[src/logic/lcd_cfg.svh]
/*
 Command codes, field positions, reset values and fixed patterns of the
 status and charge pump command block.
 Assumes it is included by its bare name by every design file that needs it.
*/
`ifndef LCD_CFG_SVH
`define LCD_CFG_SVH

// Framing
`define RW_READ         1'b1
`define RW_WRITE        1'b0
`define RS_GENERAL      2'h0

// Opcodes
`define CMD_CLEAR_FLAG  8'h1f
`define CMD_INITIALIZE  8'h3a
`define OP_PUMP_CTRL    4'hc
`define OP_READ_SELECT  7'h0e

// Pump command fields
`define PUMP_EN_BIT     3
`define PUMP_MULT_HI    2
`define PUMP_MULT_LO    0

// Status byte bit positions
`define ST_DISPLAY      7
`define ST_PUMP_ON      6
`define ST_PUMP_READY   5
`define ST_RESET_FLAG   4
`define ST_CODE_HI      3
`define ST_CODE_LO      0

// Disturbance check codes
`define CODE_SPI        4'h5
`define CODE_I2C_TOP    2'h1

// Reset values
`define PUMP_EN_RST     1'b0
`define PUMP_MULT_RST   3'h0
`define READ_SEL_RST    1'b0
`define RESET_FLAG_RST  1'b1
`define STATUS_RST      8'h00

// Multiplier codes and resulting gains
`define MULT_X2         3'h0
`define MULT_X3         3'h1
`define MULT_X4         3'h2
`define MULT_X5         3'h3
`define GAIN_X1         3'h1
`define GAIN_X2         3'h2
`define GAIN_X3         3'h3
`define GAIN_X4         3'h4
`define GAIN_X5         3'h5

// Readout select values
`define SEL_TEMPERATURE 1'b0
`define READ_SEL_BIT    0

`endif

[src/logic/lcd_cmd_pkg.sv]
/*
 Types shared by the status and charge pump command block.
 Assumes nothing of its surroundings.
*/
package lcd_cmd_pkg;

	typedef struct packed {
		logic       rw;
		logic [1:0] register_group_select;
		logic [7:0] data;
	} cmd_frame_s;

	typedef struct packed {
		logic status_read;
		logic clear_flag;
		logic initialize;
		logic pump_ctrl;
		logic read_select;
	} cmd_decode_s;

	typedef struct packed {
		logic       pump_enable;
		logic [2:0] pump_multiplier;
	} pump_cfg_s;

	typedef enum logic [0:0] {
		ST_IDLE = 1'b0,
		ST_EXEC = 1'b1
	} ctl_state_e;

endpackage

[src/logic/sync_bits.sv]
/*
 Two flip-flop synchroniser for a vector of independent levels.
 Assumes each bit is stable long enough to be seen by mclk.
*/
`timescale 1ns/1ps
module sync_bits #(
	parameter int W = 1
) (
	// Clock and reset
	input  wire logic         mclk,
	input  wire logic         rst,
	// Levels
	input  wire logic [W-1:0] d,
	output logic      [W-1:0] q
);

	logic [W-1:0] meta_reg;
	logic [W-1:0] q_reg;

	always_ff @(posedge mclk or posedge rst) begin
		if (rst) begin
			meta_reg <= '0;
			q_reg    <= '0;
		end else begin
			meta_reg <= d;
			q_reg    <= meta_reg;
		end
	end

	assign q = q_reg;

endmodule

[src/logic/cmd_decode.sv]
/*
 Combinational decode of one framed command byte.
 Assumes the frame is stable while it is decoded.
*/
`timescale 1ns/1ps
`include "lcd_cfg.svh"
module cmd_decode (
	// Frame in
	input  wire lcd_cmd_pkg::cmd_frame_s  frame,
	// Decoded command
	output lcd_cmd_pkg::cmd_decode_s      dec
);

	logic general_write;

	always_comb begin
		general_write   = (frame.rw == `RW_WRITE) && (frame.register_group_select == `RS_GENERAL);
		dec.status_read = (frame.rw == `RW_READ) && (frame.register_group_select == `RS_GENERAL);
		dec.clear_flag  = general_write && (frame.data == `CMD_CLEAR_FLAG);
		dec.initialize  = general_write && (frame.data == `CMD_INITIALIZE);
		dec.pump_ctrl   = general_write && (frame.data[7:4] == `OP_PUMP_CTRL);
		dec.read_select = general_write && (frame.data[7:1] == `OP_READ_SELECT);
	end

endmodule

[src/logic/lcd_status_and_pump_cmds.sv]
/*
 Status readout, reset flag and charge pump control of an LCD segment driver.
 Assumes a serial engine on the link clock presents a framed command (read/write bit,
 group select, byte) with a valid level, held stable across a rising link clock edge.
 All link and pin inputs are asynchronous to mclk and are synchronised here.
*/
// Summary of operation
// - A read with group select 00 asks for one status byte, which the block returns.
// - With readout select 0 the byte is the 8-bit temperature value.
// - With readout select 1, bit 7 shows whether the display is enabled.
// - In device status mode, bit 6 mirrors the pump enable setting.
// - In device status mode, bit 5 shows that the pump reached its programmed voltage.
// - In device status mode, bit 4 is the sticky reset flag, set after power-on.
// - The reset pin, power-on reset and the Initialize command all set the sticky flag.
// - On I2C, bits 3 to 0 read 0, 1 and the two address straps.
// - On SPI, bits 3 to 0 read 0101.
// - Status bits are taken live at the moment of the read.
// - The write 00011111 with group select 00 clears the sticky flag.
// - A write with group select 00 and upper nibble 1100 loads pump enable and multiplier.
// - Pump command bit 3 set turns the internal pump on, clear leaves it off.
// - Pump bits 2 to 0 pick x2, x3, x4, x5, or x1 direct mode for codes 100 to 111.
// - A write with bits 7 to 1 equal 0001110 stores bit 0 as readout select.
`timescale 1ns/1ps
`include "lcd_cfg.svh"
module lcd_status_and_pump_cmds (
	// Clock and reset
	input  wire logic       mclk,
	input  wire logic       rst,
	// Command link
	input  wire logic       link_clk,
	input  wire logic       link_valid,
	input  wire logic       link_rw,
	input  wire logic [1:0] link_register_group_select,
	input  wire logic [7:0] link_data,
	// Device pins and analog status
	input  wire logic       spi_select,
	input  wire logic       address_strap_high,
	input  wire logic       address_strap_low,
	input  wire logic       reset_pin,
	input  wire logic [7:0] temperature_value,
	input  wire logic       display_on_status,
	input  wire logic       pump_charged_status,
	// Read answer
	output logic      [7:0] status_byte,
	output logic            status_valid,
	// Settings
	output logic            pump_enable,
	output logic      [2:0] pump_multiplier,
	output logic      [2:0] pump_gain,
	output logic            readout_select,
	output logic            sticky_reset_flag
);

	localparam int SW = 27;

	// Synchronised inputs
	logic [SW-1:0] raw_in;
	logic [SW-1:0] sync_out;
	logic          link_clk_s;
	logic          link_valid_s;
	lcd_cmd_pkg::cmd_frame_s frame_s;
	logic          spi_s;
	logic          strap_high_s;
	logic          strap_low_s;
	logic          reset_pin_s;
	logic [7:0]    temperature_s;
	logic          display_s;
	logic          charged_s;

	assign raw_in = {link_clk, link_valid, link_rw, link_register_group_select, link_data,
	                 spi_select, address_strap_high, address_strap_low, reset_pin,
	                 temperature_value, display_on_status, pump_charged_status};

	sync_bits #(
		.W (SW)
	) u_sync (
		.mclk (mclk),
		.rst  (rst),
		.d    (raw_in),
		.q    (sync_out)
	);

	assign {link_clk_s, link_valid_s, frame_s, spi_s, strap_high_s, strap_low_s, reset_pin_s,
	        temperature_s, display_s, charged_s} = sync_out;

	// Link edge detection and frame capture
	lcd_cmd_pkg::ctl_state_e state_reg;
	lcd_cmd_pkg::ctl_state_e state_next;
	lcd_cmd_pkg::cmd_frame_s frame_reg;
	lcd_cmd_pkg::cmd_frame_s frame_next;
	logic                    link_prev_reg;
	logic                    link_rise;

	assign link_rise = link_clk_s && !link_prev_reg;

	always_comb begin
		state_next = state_reg;
		frame_next = frame_reg;
		case (state_reg)
			lcd_cmd_pkg::ST_IDLE: begin
				if (link_rise && link_valid_s) begin
					frame_next = frame_s;
					state_next = lcd_cmd_pkg::ST_EXEC;
				end
			end
			lcd_cmd_pkg::ST_EXEC: begin
				state_next = lcd_cmd_pkg::ST_IDLE;
			end
			default: begin
				state_next = lcd_cmd_pkg::ST_IDLE;
			end
		endcase
	end

	always_ff @(posedge mclk or posedge rst) begin
		if (rst) begin
			state_reg     <= lcd_cmd_pkg::ST_IDLE;
			frame_reg     <= '0;
			link_prev_reg <= 1'b0;
		end else begin
			state_reg     <= state_next;
			frame_reg     <= frame_next;
			link_prev_reg <= link_clk_s;
		end
	end

	// Command decode
	lcd_cmd_pkg::cmd_decode_s dec;
	logic                     exec;

	cmd_decode u_decode (
		.frame (frame_reg),
		.dec   (dec)
	);

	assign exec = (state_reg == lcd_cmd_pkg::ST_EXEC);

	// Settings and sticky flag
	lcd_cmd_pkg::pump_cfg_s pump_cfg_reg;
	lcd_cmd_pkg::pump_cfg_s pump_cfg_next;
	logic                   read_sel_reg;
	logic                   read_sel_next;
	logic                   flag_reg;
	logic                   flag_next;
	logic [2:0]             gain_reg;
	logic [2:0]             gain_next;
	logic                   soft_reset;

	always_comb begin
		pump_cfg_next = pump_cfg_reg;
		read_sel_next = read_sel_reg;
		flag_next     = flag_reg;
		soft_reset    = reset_pin_s || (exec && dec.initialize);
		if (exec && dec.pump_ctrl) begin
			pump_cfg_next.pump_enable     = frame_reg.data[`PUMP_EN_BIT];
			pump_cfg_next.pump_multiplier = frame_reg.data[`PUMP_MULT_HI:`PUMP_MULT_LO];
		end
		if (exec && dec.read_select) begin
			read_sel_next = frame_reg.data[`READ_SEL_BIT];
		end
		if (exec && dec.clear_flag) begin
			flag_next = 1'b0;
		end
		if (soft_reset) begin
			pump_cfg_next.pump_enable     = `PUMP_EN_RST;
			pump_cfg_next.pump_multiplier = `PUMP_MULT_RST;
			read_sel_next                 = `READ_SEL_RST;
			flag_next                     = 1'b1;
		end
		case (pump_cfg_next.pump_multiplier)
			`MULT_X2: gain_next = `GAIN_X2;
			`MULT_X3: gain_next = `GAIN_X3;
			`MULT_X4: gain_next = `GAIN_X4;
			`MULT_X5: gain_next = `GAIN_X5;
			default:  gain_next = `GAIN_X1;
		endcase
	end

	always_ff @(posedge mclk or posedge rst) begin
		if (rst) begin
			pump_cfg_reg <= {`PUMP_EN_RST, `PUMP_MULT_RST};
			read_sel_reg <= `READ_SEL_RST;
			flag_reg     <= `RESET_FLAG_RST;
			gain_reg     <= `GAIN_X2;
		end else begin
			pump_cfg_reg <= pump_cfg_next;
			read_sel_reg <= read_sel_next;
			flag_reg     <= flag_next;
			gain_reg     <= gain_next;
		end
	end

	// Live status and read answer
	logic [7:0] live_status;
	logic [7:0] status_reg;
	logic [7:0] status_next;
	logic       valid_reg;
	logic       valid_next;

	always_comb begin
		live_status = temperature_s;
		if (read_sel_reg != `SEL_TEMPERATURE) begin
			live_status[`ST_DISPLAY]    = display_s;
			live_status[`ST_PUMP_ON]    = pump_cfg_reg.pump_enable;
			live_status[`ST_PUMP_READY] = charged_s;
			live_status[`ST_RESET_FLAG] = flag_reg;
			if (spi_s) begin
				live_status[`ST_CODE_HI:`ST_CODE_LO] = `CODE_SPI;
			end else begin
				live_status[`ST_CODE_HI:`ST_CODE_LO] = {`CODE_I2C_TOP, strap_high_s, strap_low_s};
			end
		end
		status_next = status_reg;
		valid_next  = 1'b0;
		if (exec && dec.status_read) begin
			status_next = live_status;
			valid_next  = 1'b1;
		end
	end

	always_ff @(posedge mclk or posedge rst) begin
		if (rst) begin
			status_reg <= `STATUS_RST;
			valid_reg  <= 1'b0;
		end else begin
			status_reg <= status_next;
			valid_reg  <= valid_next;
		end
	end

	// Outputs
	assign status_byte       = status_reg;
	assign status_valid      = valid_reg;
	assign pump_enable       = pump_cfg_reg.pump_enable;
	assign pump_multiplier   = pump_cfg_reg.pump_multiplier;
	assign pump_gain         = gain_reg;
	assign readout_select    = read_sel_reg;
	assign sticky_reset_flag = flag_reg;

	logic rd_temp;
	logic rd_dev;
	assign rd_temp = exec && dec.status_read && (read_sel_reg == `SEL_TEMPERATURE);
	assign rd_dev  = exec && dec.status_read && (read_sel_reg != `SEL_TEMPERATURE);
endmodule

[config.mk]
export PLATFORM = sky130hd
export DESIGN_NAME = lcd_status_and_pump_cmds
export DESIGN_NICKNAME = d
export VERILOG_FILES = /design/src/logic/lcd_cmd_pkg.sv /design/src/logic/sync_bits.sv /design/src/logic/cmd_decode.sv /design/src/logic/lcd_status_and_pump_cmds.sv
export VERILOG_INCLUDE_DIRS = /design/src /design/src/logic
export SDC_FILE = /design/constraint.sdc
export NUM_CORES = 1
export LEC_CHECK = 0
export ABC_AREA = 0
export BUFFER_PORTS_ARGS = -buffer_cell sky130_fd_sc_hd__buf_2
export CORE_UTILIZATION = 54
export DETAILED_ROUTE_END_ITERATION = 10
export PLACE_DENSITY = 0.77
export RECOVER_POWER = 100
export REMOVE_ABC_BUFFERS = 1
export SETUP_SLACK_MARGIN = 0.5
export SYNTH_ARGS = -nofsm -noshare
export SYNTH_HDL_FRONTEND = slang
export SYNTH_SLANG_ARGS = --single-unit
export TNS_END_PERCENT = 20
[constraint.sdc]
create_clock -name mclk -period 3.3 [get_ports mclk]
set_input_delay 0.33 -clock mclk [delete_from_list [all_inputs] [get_ports mclk]]
set_output_delay 0.33 -clock mclk [all_outputs]
set_load 0.02 [all_outputs]
==> results by group <==
Yosys
  • Yosys cell types: 31
  • Syn Area/Cell: roughly 17 um2
  • Compound-Gate Fraction of Synth Area: 3.06%
  • Cells after Synth: between 150 and 200
  • Seq/Total Area, Yosys: about four fifths
  • Post-synthesis mux area share: 8.33%
  • Asr flop ratio synth: between 90% and 100%
  • Post-Synth Adder-Cell Area: 0%
  • Simple-gate share of the synthesized area: 8.61%
  • EDFF count, synth: 0
  • Syn. warnings: 0
  • Yosys reg bits: 85
  • Largest family of logic cells by synthesized area: simple AND/OR/NAND/NOR gates
  • Post-Synthesis Cell Area: approximately 2700 um2
  • Synth Area in XOR/XNOR: 0%
  • Most used DFF post-synth: dfrtp_1

Place
  • Detailed-placement wirelength estimate: between 2000 and 3000 um
  • Buffers added on ports: 46
  • GPL Wtd Cong: 0.797

Floorplanning
  • Io pins: 47
  • Die Area: ~5300 um2
  • Initial core utilization: a little under three fifths
  • Placeable core region: between 4000 and 5000 um2
  • Die width: 72.7 um
  • Cell Rows: 25
  • Die extent in y: 72.7 um

Critical path
  • Critical path class: reg2reg
  • Startpoint Class: register
  • Max FO, Critical Path: 9
  • CP required: about 3.5 ns
  • Arrival @ worst endpoint: between 2 and 2.5 ns
  • Worst setup EP type: register

GRT
  • First-pass GRT wire length: about 6800 um
  • Largest net degree at the start of global routing: 37
  • Initial antenna violation count: 0
  • GRT Util Overall: between 10% and 20%
  • Grt total ovfl: 0
  • Vias in the first global route: 1454

Clock network
  • TritonCTS Sinks: 85
  • Clock buffer depth: 2
  • Clk root buf: clkbuf_8
  • Clock transition at path regs: approximately 0.080 ns
  • Num CTS Buffers: 9
  • H-tree Lvls: 3
  • TritonCTS clock tree: done
  • Clk_lat worst skew: ~0.34 ns

Timing
  • Slew at the pin closest to its max-slew limit: between 0.7 and 0.8 ns
  • RSZ-0062 raised after global routing: no
  • Clock Skews: 0.0104 ns
  • Slew margin rel.: just over 50%
  • Hold WS: ~0.096 ns
  • Final setup viols: 0
  • Final period utilization: between 60% and 70%
  • Fmax: approximately 0.49 GHz
  • Sum Neg Setup Slack: 0 ns
  • Min Tclk post-route: just over 2 ns
  • Pins Over Slew Limit: 0
  • Hold Vio Cnt, Final: 0

Drt
  • Routed WL: around 4000 um
  • Vias per cell: 4.86
  • Initial DRC count: roughly 90
  • Pre-antenna DRT Iters: 4
  • ANT nets after route: 0
  • Avg WL per Cell: approximately 14 um
  • Vias: approximately 1400
  • Drc violations: 0

Pwr
  • Power per cell area: approximately 670 nW/um2
  • Worst VDD drop: roughly 350 uV
  • Pleak: 1.40 nW

Cells and area
  • Commonest non-fill, non-tap cell in the layout: dfrtp_1
  • Area Overhead vs Synth: 16.4%
  • Fillers: around 360
  • Commonest non-fill, non-tap cells in the layout: dfrtp_1 (83), buf_2 (28), clkbuf_1 (20)
  • Inserted Diodes: 0
  • Ratio of cells with drive above 1 in the final layout: 27.0%
  • Final nets: 247

Worst hold path
  • Worst hold path class: in2reg

Flow run
  • Max Cap Viol: 0

Status
  • Status: complete, no violations
==> cell families (layout without fill, tap and decap cells) <==
logic type,count (synthesis),in the layout
AND/OR/NAND/NOR,36,36
AO/OA/AOI/OAI,13,13
multiplexers,21,21
flip-flops,85,85
buffers and inverters,8,67
==> cell type report <==
class	count	area, um2	share of cell area [%]
well taps	67	83.8	2.67
inverters	3	12.5	0.398
multi-input cells	70	505	16.1
repair buffers	49	233	7.40
flip-flops and latches	85	2130	67.7
clock buffers	11	131	4.18
clock inverters	4	50.0	1.59
==> worst paths after layout <==
kind / from / to / slack (ns) / cells past startpoint
max in group asynchronous: rst / pump_gain[1]$_DFF_PP1_ / 1.84 / 4
min in group asynchronous: rst / u_sync.meta_reg[25]$_DFF_PP0_ / 0.62 / 3
min: temperature_value[3] / u_sync.meta_reg[5]$_DFF_PP0_ / 0.1 / 1
min reg2reg: u_sync.meta_reg[3]$_DFF_PP0_ / u_sync.q[3]$_DFF_PP0_ / 0.35 / 0
max: frame_reg[8]$_DFFE_PP0P_ / pump_multiplier[1]$_DFF_PP0_ / 1.26 / 4
max reg2reg: frame_reg[8]$_DFFE_PP0P_ / pump_multiplier[1]$_DFF_PP0_ / 1.26 / 4
==> metrics by stage <==
step | total power [mW] | utilization [%] | area, um2 | cells | setup WS [ns]
2_1_floorplan | 1.39 | - | 2680 | 158 | 0.780
3_3_place_gp | 1.47 | 63.3 | 3010 | 273 | 1.68
3_5_place_dp | 1.49 | 63.3 | 3010 | 273 | 1.65
4_1_cts | 2.16 | 67.4 | 3200 | 289 | 1.64
5_1_grt | 2.22 | 66.2 | 3150 | 289 | 1.17
6_report | 2.12 | 66.2 | 3150 | 289 | 1.26
==> power breakdown <==
part           internal (mW)  switching, mW
registers               1.15         0.0675
logic                 0.0887          0.143
clock network          0.345          0.321
==> repair_timing <==
| action | CTS | global route |
|---|---|---|
| endpoints found under the hold margin | 16 | 0 |
| gates resized for setup | 0 | 0 |
| hold buffers | 1 | 0 |
| setup buffers | 0 | 0 |
==> critical path, cell delays in order (launching register included) <==
cell and delay (ns):
dfrtp_1 0.40, or4_1 0.59, nor2_1 0.60, mux2i_1 0.26, nor2_1 0.07
==> metal layers <==
metal / wire [um] / share of wire, % / vias up / global-route usage [%]
met4: 66 / 1.6 / 0 / 7.19
met1: 1700 / 42 / 702 / 22.9
met5: 0 / 0 / - / 0
li1: - / - / 659 / -
met2: 2080 / 52 / 37 / 28.1
met3: 178 / 4.4 / 6 / 6.22
==> cell usage after synthesis, types with 2 or more instances <==
| cell type | n | area [um2] |
|---|---|---|
| a21oi_1 | 7 | 35.0 |
| dfrtp_1 | 83 | 2080 |
| clkbuf_1 | 3 | 11.3 |
| buf_2 | 2 | 10.0 |
| nand3b_1 | 2 | 15.0 |
| mux2i_1 | 9 | 90.1 |
| mux2_2 | 12 | 135 |
| nand4b_1 | 2 | 17.5 |
| nor2_1 | 16 | 60.1 |
| inv_1 | 3 | 11.3 |
| nand2_1 | 2 | 7.51 |
| nor3_1 | 2 | 10.0 |
| dfstp_2 | 2 | 52.6 |
Note: power is estimated with default switching activity, not from simulation.
